$ cat src/core/bsf_cfg.svh
// offsets, field positions, reset values and cycle counts of the flow unit
`ifndef BSF_CFG_SVH
`define BSF_CFG_SVH

// register byte offsets
`define BSF_OFF_INSN 8'h00
`define BSF_OFF_OPER 8'h04
`define BSF_OFF_ZPTR 8'h08
`define BSF_OFF_STACK 8'h0C
`define BSF_OFF_PC 8'h10
`define BSF_OFF_STATUS_FLAGS_REGISTER 8'h14
`define BSF_OFF_STAT 8'h18
`define BSF_OFF_PUSH 8'h1C
`define BSF_OFF_IO 8'h20

// instruction word fields
`define BSF_OP_MSB 5
`define BSF_OP_LSB 0
`define BSF_BIT_MSB 8
`define BSF_BIT_LSB 6
`define BSF_K_MSB 31
`define BSF_K_LSB 16

// operand word fields
`define BSF_RD_LSB 0
`define BSF_RR_LSB 8
`define BSF_IOV_LSB 16
`define BSF_TWO_WORD_BIT 24

// status flag positions
`define BSF_FLAG_C 0
`define BSF_FLAG_Z 1
`define BSF_FLAG_N 2
`define BSF_FLAG_V 3
`define BSF_FLAG_S 4
`define BSF_FLAG_H 5
`define BSF_FLAG_T 6
`define BSF_FLAG_I 7

// reset values
`define BSF_RST_PC 16'h0000
`define BSF_RST_STATUS_FLAGS_REGISTER 8'h00

// cycle counts
`define BSF_CYC_ONE 3'h1
`define BSF_CYC_SKIP_SHORT 3'h2
`define BSF_CYC_SKIP_LONG 3'h3
`define BSF_CYC_BR_TAKEN 3'h2
`define BSF_CYC_GOTO_REL 3'h2
`define BSF_CYC_GOTO_Z 3'h2
`define BSF_CYC_GOTO_ABS 3'h3
`define BSF_CYC_INVOKE_REL 3'h3
`define BSF_CYC_INVOKE_Z 3'h3
`define BSF_CYC_INVOKE_ABS 3'h4
`define BSF_CYC_EXIT 3'h4
`define BSF_CYC_IO_BIT 3'h2

`endif

$ cat src/core/bsf_pkg.sv
// types of the flow unit
package bsf_pkg;
    typedef enum logic [5:0] {
        BSF_GOTO_REL = 6'h00, BSF_GOTO_Z = 6'h01, BSF_GOTO_ABS = 6'h02,
        BSF_INVOKE_REL = 6'h03, BSF_INVOKE_Z = 6'h04,
        BSF_INVOKE_ABS = 6'h05, BSF_SUB_EXIT = 6'h06,
        BSF_IRQ_EXIT = 6'h07, BSF_CMP_SKIP_EQ = 6'h08,
        BSF_CMP_REGS = 6'h09, BSF_CMP_BORROW = 6'h0A,
        BSF_CMP_IMM = 6'h0B, BSF_SKIP_REG_ZERO = 6'h0C,
        BSF_SKIP_REG_ONE = 6'h0D, BSF_SKIP_IO_ZERO = 6'h0E,
        BSF_SKIP_IO_ONE = 6'h0F, BSF_BR_FLAG_ONE = 6'h10,
        BSF_BR_FLAG_ZERO = 6'h11, BSF_BR_EQ = 6'h12, BSF_BR_NE = 6'h13,
        BSF_BR_C_ONE = 6'h14, BSF_BR_C_ZERO = 6'h15, BSF_BR_U_GE = 6'h16,
        BSF_BR_U_LT = 6'h17, BSF_BR_NEG = 6'h18, BSF_BR_POS = 6'h19,
        BSF_BR_S_GE = 6'h1A, BSF_BR_S_LT = 6'h1B, BSF_BR_H_ONE = 6'h1C,
        BSF_BR_H_ZERO = 6'h1D, BSF_BR_T_ONE = 6'h1E, BSF_BR_T_ZERO = 6'h1F,
        BSF_BR_V_ONE = 6'h20, BSF_BR_V_ZERO = 6'h21,
        BSF_BR_IRQ_ON = 6'h22, BSF_BR_IRQ_OFF = 6'h23,
        BSF_IO_SET = 6'h24, BSF_IO_CLR = 6'h25
    } bsf_op_type;
endpackage

$ cat src/core/bsf_core.sv
// program flow unit: jumps, calls, returns, compares, skips, branches
// Functional notes
// - indirect jump loads Z, two cycles
// - indirect call pushes return, loads Z, three
// - compare-skip-equal skips next, one/two/three cycles
// - compares set Z N V C H, one cycle
// - skip when register bit is zero
// - skip when register bit is one
// - skip when I/O bit is zero
// - skip when I/O bit is one
// - branch when selected flag one, pc+k+1
// - branch when selected flag zero
// - carry-one and unsigned-lower test carry one
// - carry-zero and unsigned-ge test carry zero
// - negative/positive branches test N flag
// - signed ge/lt test N xor V
// - half-carry branches test H flag
// - transfer-bit branches test T flag
// - overflow branches test V flag
// - interrupt branches test I flag
// - I/O bit force one, two cycles
// - I/O bit force zero, two cycles
`include "bsf_cfg.svh"
`timescale 1ns/10ps
`default_nettype none

module bsf_core #(
    parameter int PC_W = 16
) (
    input wire logic clk,
    input wire logic nrst,
    input wire logic psel,
    input wire logic penable,
    input wire logic pwrite,
    input wire logic [7:0] paddr,
    input wire logic [31:0] pwdata,
    output logic [31:0] prdata,
    output logic pready,
    output logic pslverr,
    output logic [PC_W-1:0] prog_counter,
    output logic exec_busy
);
    // ----------------------------------------------------------------
    // state
    // ----------------------------------------------------------------
    logic [31:0] insn_q, oper_q;
    logic [15:0] zptr_q, stack_q;
    logic [PC_W-1:0] pc_q, pc_d, push_q, push_d;
    logic [7:0] status_flags_register_q, status_flags_register_d, io_q, io_d;
    logic [2:0] cyc_q, cyc_d, cnt_q;
    logic pready_q, pslverr_q, exec_q;
    logic [31:0] prdata_q;
    logic acc, done, wr, start, busy;

    assign acc = psel & penable;
    assign done = acc & pready_q;
    assign wr = done & pwrite;
    assign busy = cnt_q != 3'h0;
    assign start = wr & (paddr == `BSF_OFF_INSN) & ~busy;

    // ----------------------------------------------------------------
    // decode of the written instruction word
    // ----------------------------------------------------------------
    bsf_pkg::bsf_op_type op;
    logic [2:0] bsel;
    logic [15:0] k;
    logic [7:0] rd, rr, iov, rr_eff, res;
    logic [8:0] diff;
    logic two_word, is_br, cond, cin, bit_v;
    logic [PC_W-1:0] pc_next, pc_rel, pc_skip;
    logic [2:0] cyc_skip;

    always_comb begin
        op = bsf_pkg::bsf_op_type'(pwdata[`BSF_OP_MSB:`BSF_OP_LSB]);
        bsel = pwdata[`BSF_BIT_MSB:`BSF_BIT_LSB];
        k = pwdata[`BSF_K_MSB:`BSF_K_LSB];
        rd = oper_q[`BSF_RD_LSB +: 8];
        rr = oper_q[`BSF_RR_LSB +: 8];
        iov = oper_q[`BSF_IOV_LSB +: 8];
        two_word = oper_q[`BSF_TWO_WORD_BIT];
        pc_next = pc_q + PC_W'(1);
        pc_rel = pc_q + PC_W'($signed(k)) + PC_W'(1);
        pc_skip = pc_q + (two_word ? PC_W'(3) : PC_W'(2));
        cyc_skip = two_word ? `BSF_CYC_SKIP_LONG : `BSF_CYC_SKIP_SHORT;
        rr_eff = (op == bsf_pkg::BSF_CMP_IMM) ? k[7:0] : rr;
        cin = (op == bsf_pkg::BSF_CMP_BORROW) & status_flags_register_q[`BSF_FLAG_C];
        diff = {1'b0, rd} - {1'b0, rr_eff} - {8'h00, cin};
        res = diff[7:0];
        bit_v = rr[bsel];
        is_br = 1'b1;
        cond = 1'b0;
        case (op)
            bsf_pkg::BSF_BR_FLAG_ONE: cond = status_flags_register_q[bsel];
            bsf_pkg::BSF_BR_FLAG_ZERO: cond = ~status_flags_register_q[bsel];
            bsf_pkg::BSF_BR_EQ: cond = status_flags_register_q[`BSF_FLAG_Z];
            bsf_pkg::BSF_BR_NE: cond = ~status_flags_register_q[`BSF_FLAG_Z];
            bsf_pkg::BSF_BR_C_ONE,
            bsf_pkg::BSF_BR_U_LT: cond = status_flags_register_q[`BSF_FLAG_C];
            bsf_pkg::BSF_BR_C_ZERO,
            bsf_pkg::BSF_BR_U_GE: cond = ~status_flags_register_q[`BSF_FLAG_C];
            bsf_pkg::BSF_BR_NEG: cond = status_flags_register_q[`BSF_FLAG_N];
            bsf_pkg::BSF_BR_POS: cond = ~status_flags_register_q[`BSF_FLAG_N];
            bsf_pkg::BSF_BR_S_GE:
                cond = ~(status_flags_register_q[`BSF_FLAG_N] ^ status_flags_register_q[`BSF_FLAG_V]);
            bsf_pkg::BSF_BR_S_LT:
                cond = status_flags_register_q[`BSF_FLAG_N] ^ status_flags_register_q[`BSF_FLAG_V];
            bsf_pkg::BSF_BR_H_ONE: cond = status_flags_register_q[`BSF_FLAG_H];
            bsf_pkg::BSF_BR_H_ZERO: cond = ~status_flags_register_q[`BSF_FLAG_H];
            bsf_pkg::BSF_BR_T_ONE: cond = status_flags_register_q[`BSF_FLAG_T];
            bsf_pkg::BSF_BR_T_ZERO: cond = ~status_flags_register_q[`BSF_FLAG_T];
            bsf_pkg::BSF_BR_V_ONE: cond = status_flags_register_q[`BSF_FLAG_V];
            bsf_pkg::BSF_BR_V_ZERO: cond = ~status_flags_register_q[`BSF_FLAG_V];
            bsf_pkg::BSF_BR_IRQ_ON: cond = status_flags_register_q[`BSF_FLAG_I];
            bsf_pkg::BSF_BR_IRQ_OFF: cond = ~status_flags_register_q[`BSF_FLAG_I];
            default: is_br = 1'b0;
        endcase
    end

    // ----------------------------------------------------------------
    // outcome: next pc, flags, cycles, pushed address, I/O value
    // ----------------------------------------------------------------
    always_comb begin
        pc_d = pc_next;
        status_flags_register_d = status_flags_register_q;
        cyc_d = `BSF_CYC_ONE;
        push_d = push_q;
        io_d = iov;
        if (is_br) begin
            if (cond) begin
                pc_d = pc_rel;
                cyc_d = `BSF_CYC_BR_TAKEN;
            end
        end else begin
            case (op)
                bsf_pkg::BSF_GOTO_REL: begin
                    pc_d = pc_rel;
                    cyc_d = `BSF_CYC_GOTO_REL;
                end
                bsf_pkg::BSF_GOTO_Z: begin
                    pc_d = PC_W'(zptr_q);
                    cyc_d = `BSF_CYC_GOTO_Z;
                end
                bsf_pkg::BSF_GOTO_ABS: begin
                    pc_d = PC_W'(k);
                    cyc_d = `BSF_CYC_GOTO_ABS;
                end
                bsf_pkg::BSF_INVOKE_REL: begin
                    push_d = pc_next;
                    pc_d = pc_rel;
                    cyc_d = `BSF_CYC_INVOKE_REL;
                end
                bsf_pkg::BSF_INVOKE_Z: begin
                    push_d = pc_next;
                    pc_d = PC_W'(zptr_q);
                    cyc_d = `BSF_CYC_INVOKE_Z;
                end
                bsf_pkg::BSF_INVOKE_ABS: begin
                    push_d = pc_q + PC_W'(2);
                    pc_d = PC_W'(k);
                    cyc_d = `BSF_CYC_INVOKE_ABS;
                end
                bsf_pkg::BSF_SUB_EXIT: begin
                    pc_d = PC_W'(stack_q);
                    cyc_d = `BSF_CYC_EXIT;
                end
                bsf_pkg::BSF_IRQ_EXIT: begin
                    pc_d = PC_W'(stack_q);
                    status_flags_register_d[`BSF_FLAG_I] = 1'b1;
                    cyc_d = `BSF_CYC_EXIT;
                end
                bsf_pkg::BSF_CMP_SKIP_EQ: begin
                    if (rd == rr) begin
                        pc_d = pc_skip;
                        cyc_d = cyc_skip;
                    end
                end
                bsf_pkg::BSF_CMP_REGS, bsf_pkg::BSF_CMP_BORROW,
                bsf_pkg::BSF_CMP_IMM: begin
                    status_flags_register_d[`BSF_FLAG_N] = res[7];
                    status_flags_register_d[`BSF_FLAG_V] = (rd[7] & ~rr_eff[7] & ~res[7])
                        | (~rd[7] & rr_eff[7] & res[7]);
                    status_flags_register_d[`BSF_FLAG_S] = status_flags_register_d[`BSF_FLAG_N]
                        ^ status_flags_register_d[`BSF_FLAG_V];
                    status_flags_register_d[`BSF_FLAG_C] = (~rd[7] & rr_eff[7])
                        | (rr_eff[7] & res[7]) | (res[7] & ~rd[7]);
                    status_flags_register_d[`BSF_FLAG_H] = (~rd[3] & rr_eff[3])
                        | (rr_eff[3] & res[3]) | (res[3] & ~rd[3]);
                    if (op == bsf_pkg::BSF_CMP_BORROW) begin
                        status_flags_register_d[`BSF_FLAG_Z] = (res == 8'h00)
                            & status_flags_register_q[`BSF_FLAG_Z];
                    end else begin
                        status_flags_register_d[`BSF_FLAG_Z] = res == 8'h00;
                    end
                end
                bsf_pkg::BSF_SKIP_REG_ZERO: begin
                    if (~bit_v) begin
                        pc_d = pc_skip;
                        cyc_d = cyc_skip;
                    end
                end
                bsf_pkg::BSF_SKIP_REG_ONE: begin
                    if (bit_v) begin
                        pc_d = pc_skip;
                        cyc_d = cyc_skip;
                    end
                end
                bsf_pkg::BSF_SKIP_IO_ZERO: begin
                    if (~iov[bsel]) begin
                        pc_d = pc_skip;
                        cyc_d = cyc_skip;
                    end
                end
                bsf_pkg::BSF_SKIP_IO_ONE: begin
                    if (iov[bsel]) begin
                        pc_d = pc_skip;
                        cyc_d = cyc_skip;
                    end
                end
                bsf_pkg::BSF_IO_SET: begin
                    io_d[bsel] = 1'b1;
                    cyc_d = `BSF_CYC_IO_BIT;
                end
                bsf_pkg::BSF_IO_CLR: begin
                    io_d[bsel] = 1'b0;
                    cyc_d = `BSF_CYC_IO_BIT;
                end
                default: cyc_d = `BSF_CYC_ONE;
            endcase
        end
    end

    // ----------------------------------------------------------------
    // execution state
    // ----------------------------------------------------------------
    always_ff @(posedge clk or negedge nrst) begin
        if (!nrst) begin
            pc_q <= PC_W'(`BSF_RST_PC);
            status_flags_register_q <= `BSF_RST_STATUS_FLAGS_REGISTER;
            push_q <= '0;
            io_q <= 8'h00;
            cyc_q <= 3'h0;
            insn_q <= 32'h00000000;
        end else if (start) begin
            pc_q <= pc_d;
            status_flags_register_q <= status_flags_register_d;
            push_q <= push_d;
            io_q <= io_d;
            cyc_q <= cyc_d;
            insn_q <= pwdata;
        end else if (wr && paddr == `BSF_OFF_PC) begin
            pc_q <= pwdata[PC_W-1:0];
        end else if (wr && paddr == `BSF_OFF_STATUS_FLAGS_REGISTER) begin
            status_flags_register_q <= pwdata[7:0];
        end
    end

    // remaining cycles of the running instruction, busy flag kept in a flop
    always_ff @(posedge clk or negedge nrst) begin
        if (!nrst) begin
            cnt_q <= 3'h0;
            exec_q <= 1'b0;
        end else if (start) begin
            cnt_q <= cyc_d - 3'h1;
            exec_q <= cyc_d != `BSF_CYC_ONE;
        end else if (busy) begin
            cnt_q <= cnt_q - 3'h1;
            exec_q <= cnt_q != 3'h1;
        end
    end

    // ----------------------------------------------------------------
    // operand registers
    // ----------------------------------------------------------------
    always_ff @(posedge clk or negedge nrst) begin
        if (!nrst) begin
            oper_q <= 32'h00000000;
            zptr_q <= 16'h0000;
            stack_q <= 16'h0000;
        end else if (wr && ~busy) begin
            if (paddr == `BSF_OFF_OPER) begin
                oper_q <= {7'h00, pwdata[24:0]};
            end else if (paddr == `BSF_OFF_ZPTR) begin
                zptr_q <= pwdata[15:0];
            end else if (paddr == `BSF_OFF_STACK) begin
                stack_q <= pwdata[15:0];
            end
        end
    end

    // ----------------------------------------------------------------
    // apb slave, one wait state
    // ----------------------------------------------------------------
    logic [31:0] rdata;
    logic hit;

    always_comb begin
        rdata = 32'h00000000;
        hit = 1'b1;
        if (paddr == `BSF_OFF_INSN) begin
            rdata = insn_q;
        end else if (paddr == `BSF_OFF_OPER) begin
            rdata = oper_q;
        end else if (paddr == `BSF_OFF_ZPTR) begin
            rdata = {16'h0000, zptr_q};
        end else if (paddr == `BSF_OFF_STACK) begin
            rdata = {16'h0000, stack_q};
        end else if (paddr == `BSF_OFF_PC) begin
            rdata = 32'(pc_q);
        end else if (paddr == `BSF_OFF_STATUS_FLAGS_REGISTER) begin
            rdata = {24'h000000, status_flags_register_q};
        end else if (paddr == `BSF_OFF_STAT) begin
            rdata = {23'h000000, busy, 5'h00, cyc_q};
        end else if (paddr == `BSF_OFF_PUSH) begin
            rdata = 32'(push_q);
        end else if (paddr == `BSF_OFF_IO) begin
            rdata = {24'h000000, io_q};
        end else begin
            hit = 1'b0;
        end
    end

    always_ff @(posedge clk or negedge nrst) begin
        if (!nrst) begin
            pready_q <= 1'b0;
            pslverr_q <= 1'b0;
            prdata_q <= 32'h00000000;
        end else begin
            pready_q <= acc & ~pready_q;
            pslverr_q <= acc & ~pready_q & ~hit;
            prdata_q <= (acc & ~pready_q & ~pwrite) ? rdata : 32'h00000000;
        end
    end

    assign prdata = prdata_q;
    assign pready = pready_q;
    assign pslverr = pslverr_q;
    assign prog_counter = pc_q;
    assign exec_busy = exec_q;

    // ----------------------------------------------------------------
    // assertions
    // ----------------------------------------------------------------
    property p_goto_z;
        @(posedge clk) disable iff (!nrst)
        start && op == bsf_pkg::BSF_GOTO_Z |=>
            pc_q == PC_W'($past(zptr_q)) && cnt_q == 3'h1
            && status_flags_register_q == $past(status_flags_register_q);
    endproperty
    a_goto_z: assert property (p_goto_z)
        else $error("indirect jump target or timing wrong");

    property p_invoke_z;
        @(posedge clk) disable iff (!nrst)
        start && op == bsf_pkg::BSF_INVOKE_Z |=>
            push_q == $past(pc_q) + PC_W'(1) && cnt_q == 3'h2
            ##1 cnt_q == 3'h1 ##1 cnt_q == 3'h0;
    endproperty
    a_invoke_z: assert property (p_invoke_z)
        else $error("indirect call push or timing wrong");

    property p_skip_eq;
        @(posedge clk) disable iff (!nrst)
        start && op == bsf_pkg::BSF_CMP_SKIP_EQ && rd != rr |=>
            pc_q == $past(pc_q) + PC_W'(1) && cnt_q == 3'h0;
    endproperty
    a_skip_eq: assert property (p_skip_eq)
        else $error("unequal compare-skip must not skip");

    property p_cmp_zero;
        @(posedge clk) disable iff (!nrst)
        start && op == bsf_pkg::BSF_CMP_REGS |=>
            status_flags_register_q[`BSF_FLAG_Z] == ($past(rd) == $past(rr))
            && cnt_q == 3'h0 && pc_q == $past(pc_q) + PC_W'(1);
    endproperty
    a_cmp_zero: assert property (p_cmp_zero)
        else $error("compare zero flag wrong");

    property p_skip_reg_one;
        @(posedge clk) disable iff (!nrst)
        start && op == bsf_pkg::BSF_SKIP_REG_ONE && bit_v && two_word |=>
            pc_q == $past(pc_q) + PC_W'(3) && cyc_q == 3'h3;
    endproperty
    a_skip_reg_one: assert property (p_skip_reg_one)
        else $error("skip over two-word instruction wrong");

    property p_branch_taken;
        @(posedge clk) disable iff (!nrst)
        start && is_br && cond |=>
            pc_q == $past(pc_rel) && cyc_q == 3'h2 ##1 !exec_busy;
    endproperty
    a_branch_taken: assert property (p_branch_taken)
        else $error("taken branch target or timing wrong");

    property p_branch_not;
        @(posedge clk) disable iff (!nrst)
        start && is_br && !cond |=>
            pc_q == $past(pc_q) + PC_W'(1) && !exec_busy;
    endproperty
    a_branch_not: assert property (p_branch_not)
        else $error("untaken branch must fall through in one cycle");

    property p_io_set;
        @(posedge clk) disable iff (!nrst)
        start && op == bsf_pkg::BSF_IO_SET |=>
            io_q[$past(bsel)] && status_flags_register_q == $past(status_flags_register_q) && cyc_q == 3'h2;
    endproperty
    a_io_set: assert property (p_io_set)
        else $error("io bit set wrong");

    property p_irq_exit;
        @(posedge clk) disable iff (!nrst)
        start && op == bsf_pkg::BSF_IRQ_EXIT |=>
            status_flags_register_q[`BSF_FLAG_I] && pc_q == PC_W'($past(stack_q))
            ##3 !exec_busy;
    endproperty
    a_irq_exit: assert property (p_irq_exit)
        else $error("interrupt exit wrong");

endmodule // bsf_core

`default_nettype wire

$ cat config.mk
export PLATFORM = sky130hd
export DESIGN_NAME = bsf_core
export DESIGN_NICKNAME = d
export VERILOG_FILES = /design/src/core/bsf_pkg.sv /design/src/core/bsf_core.sv
export VERILOG_INCLUDE_DIRS = /design/src /design/src/core
export SDC_FILE = /design/constraint.sdc
export NUM_CORES = 1
export LEC_CHECK = 0
export ABC_AREA = 1
export BUFFER_PORTS_ARGS = -buffer_cell sky130_fd_sc_hd__buf_4
export CAP_MARGIN = 20
export CORE_MARGIN = 1
export CORE_UTILIZATION = 45
export CTS_BUF_LIST = sky130_fd_sc_hd__clkbuf_16
export DETAILED_ROUTE_END_ITERATION = 6
export MAX_ROUTING_LAYER = met4
export PLACE_DENSITY = 0.63
export SLEW_MARGIN = 5
export SYNTH_ARGS = -nofsm -noshare
export SYNTH_HDL_FRONTEND = slang
export SYNTH_SLANG_ARGS = --single-unit
$ cat constraint.sdc
create_clock -name clk -period 3.05 [get_ports clk]
set_input_delay 0.305 -clock clk [delete_from_list [all_inputs] [get_ports clk]]
set_output_delay 0.305 -clock clk [all_outputs]
set_load 0.02 [all_outputs]
==> metrics.yaml <==
critical_path_class: "reg -> reg"
worst_path_max_delay_cell: "dfrtp_1"
gate_count_after_technology_mapping: 1847
yosysSeqAreaShare_pct: 35.5
final_hold_violation_count: 0
rsz0062_at_grt: "no"
core_region_area_sq_um: 27200
drtIter0Drc: 1417
main_combinational_cell_family_by_area_after_synthesis: "simple AND/OR/NAND/NOR gates"
antenna_violations_before_repair: 1
timing.critical_path.required_ps: 3370
synth_adder_area_share_pct: 4.37
simple_gate_area_share_of_the_yosys_netlist_pct: 30.4
timing.critical_path.cells: "inv_1 -> nand2_1 -> nand2_1 -> nand2_1 -> nand2_1 -> nand2_2 -> nand2_4 -> nand2_1 -> nand3_1 -> nor2_4 -> nand2_1 -> nor2_1 -> ha_1 -> o221ai_1 -> a31oi_1 -> o21ai_0"
pin_count_of_the_biggest_net_entering_global_routing: 89
crit_path_frequent_cell: "nand2_1"
max_freq_mhz: 350
vias: 13373
dominant_synthesized_flop_cell: "dfrtp_1"
dr_wl_met3_um: 4190
tritoncts: "built"
number_of_buffers_on_the_longest_clock_path: 2
ctsRootBufferMaster: "clkbuf_16"
highest_fanout_seen_on_the_critical_path: 9
max_stage_delay_ps: 670
tightest_slew_ps: 758
nets: 2054
final.fill_count: 2741
final_period_minus_worst_setup_slack_ps: 2860
hpwlAfterDp_um: 38100
ys_top_cells_by_area: "dfrtp_1 (36%), nand2_1 (18%), o21ai_0 (6.9%)"
run_status: "complete, no violations"
synth.avg_cell_area_sq_um: 6.79
yosys_warnings: 0
finalClockSkew_ps: 15.1
period_utilization_pct: 93.7
synth_cell_types: 52
finalWirelength_um: 48400
syn_nets: 1934
gp_congestion: 1.04
area.growth.synth_to_final_pct: 16.2
post_synth_most_frequent_cells: "nand2_1 (585), inv_1 (203), dfrtp_1 (178), o21ai_0 (173), nor2_1 (146)"
power_frac_seq_pct: 44.2
drt_pass1_iterations: 6
synth-compound-area-share_pct: 17.4
synth_largest_area_cell: "dfrtp_1"
met1_length_um: 20400
die_w_um: 169
power_frac_clock_pct: 41.9
p_sw_mw: 1.71
netSwitchingFraction_pct: 31.2
total_leakage_power_nw: 7.30
grt_pass1_vias: 12619
overflow: 0
max-cap-violations: 0
avgRoutedWirePerCell_um: 20.6
critical_path.startpoint_type: "flop"
vdd.ir_drop.worst_mv: 0.379
via_density_per_instance: 5.69
buffers_inserted_during_post_cts_setup_optimization: 0
pnr_total_power_mw: 5.48
cts_made_buffers: 17
met2WireLength_um: 22000
post_synth_xor_area_fraction_pct: 3.28
timing.hold.ws_ps: 134
gr-usage-all-layers_pct: 35.9
synth-edff-count: 0
antenna-diode-count: 0
drc: 0
die_area_sq_um: 28500
syn_area_sq_um: 12500
clkSlewWorstSetupHoldPaths_ps: 80
crit_buf_inv: 1
initial_core_util_pct: 46.2
io_pins: 96
ctsHtreeMaxLevel: 4
fp.dieH_um: 169
relSlewSlack_pct: 49.3
grt_first_pass_wirelength_um: 74200
power_per_cell_area_nw_per_um2: 376
synth_most_common_cell: "nand2_1"
numPortBuffers: 95
asyncSetResetFlopFracSynth_pct: 100
cp.arrival_ps: 3170
critPathCaptureType: "flop"
power.combinational.fraction_pct: 13.9
internal-power_mw: 3.77
netlist.area_leader.share_pct: 35.5
report.final.slew_viol_count: 0
min_delay_worst_type: "in -> reg"
synthMuxAreaShare_pct: 0
route.antenna.remaining_nets: 0
number_of_storage_elements_in_the_synthesis_netlist: 178
setup-violations-final: 0
insertion_delay_ps: 450
proportion_of_layout_cells_with_a_drive_suffix_above_1_pct: 12.9
placement_rows: 60
total_number_of_clock_tree_sinks: 178
cpLargestDelayFamily: "simple AND/OR/NAND/NOR gates"
topRoutingLayerUsed: "met4"
[placed cells by master (no fill, tap or decap), types with 16 or more instances in the layout]
cell and count:
nor2_1 146, o211ai_1 19, nand3_1 101, o22ai_1 19, buf_4 160, a31oi_1 16, nand2_1 584, nor3_1 18
inv_1 203, xor2_1 36, a21oi_1 92, dfrtp_1 178, o21ai_0 172, clkbuf_16 17, nand2_2 18, ha_1 39
[cell families (layout without fill, tap and decap cells)]
family	count (synthesis)	in the layout
xor gates and xnor gates	47	47
and+or+nand+nor	914	914
buffers and inverters	283	416
DFF	178	178
adders and majority gates	42	42
AOI/OAI and AO/OA	383	383
[worst reg2reg max path: stages, from the launching register on]
cell	delay (ps)
dfrtp_1	670
inv_1	100
nand2_1	90
nand2_1	50
nand2_1	50
nand2_1	70
nand2_2	180
nand2_4	120
nand2_1	80
nand3_1	170
nor2_4	140
nand2_1	50
nor2_1	360
ha_1	250
o221ai_1	120
a31oi_1	150
o21ai_0	90
[sequential cells by signal, indices dropped and copies added, names as in the netlist, 3 cells and up]
register and count:
insn_q 32, prdata 32, oper_q 25, prog_counter 16, push_q 16, stack_q 16, zptr_q 16, io_q 8
status_flags_register_q 8, cnt_q 3, cyc_q 3
[through the flow]
step	setup TNS, ps	area [sq um]	util, %	std cells	setup slack [ps]
6_report	0	14600	53.6	2352	192
5_1_grt	0	14600	53.6	2352	15.7
4_1_cts	0	14600	53.6	2352	259
3_5_place_dp	-448	14000	51.4	2319	-187
3_3_place_gp	0	14000	51.4	2319	3.29
2_1_floorplan	0	12500	-	1847	8.84
[final timing paths]
| path | from | end | slack, ps | cells after the start |
|---|---|---|---|---|
| worst min-delay path | pwdata[26] | insn_q[26] | 130 | 3 |
| max in group asynchronous | nrst | stack_q[1] | 1830 | 3 |
| min in group asynchronous | nrst | prdata[12] | 500 | 2 |
| worst min register to register | insn_q[3] | insn_q[3] | 480 | 2 |
| worst max register to register | oper_q[12] | exec_busy | 190 | 16 |
| worst max-delay path | oper_q[12] | exec_busy | 190 | 16 |
[power groups by stage]
stage               Clock, mW  Sequential (mW)  Combinational [mW]
global placement            0             2.47               0.740
global route             2.41             2.43               0.838
CTS                      2.30             2.42               0.756
detailed placement          0             2.47               0.751
floorplan                   0             2.47               0.421
finish                   2.30             2.42               0.764
[cell type report]
class | instances | area [sq um] | share of cell area (%)
Inverter | 220 | 828 | 5.68
Clock buffer | 17 | 425 | 2.92
Sequential cell | 178 | 4450 | 30.6
Clock inverter | 15 | 184 | 1.26
Multi-Input combinational cell | 1386 | 6950 | 47.7
Timing Repair Buffer | 164 | 1260 | 8.68
Tap cell | 372 | 465 | 3.19
[metal layers]
metal	global-route usage (%)	up-vias
met4	14.4	0
met1	47.5	6360
li1	-	6243
met5	-	-
met3	5.05	114
met2	55.4	656
[timing repair]
action / CTS / global route
setup endpoints to repair: 0 / 1
hold buffers: 1 / 0
hold endpoints to repair: 86 / 0
gates resized for setup: 0 / 1
Note: power is estimated with default switching activity, not from simulation.
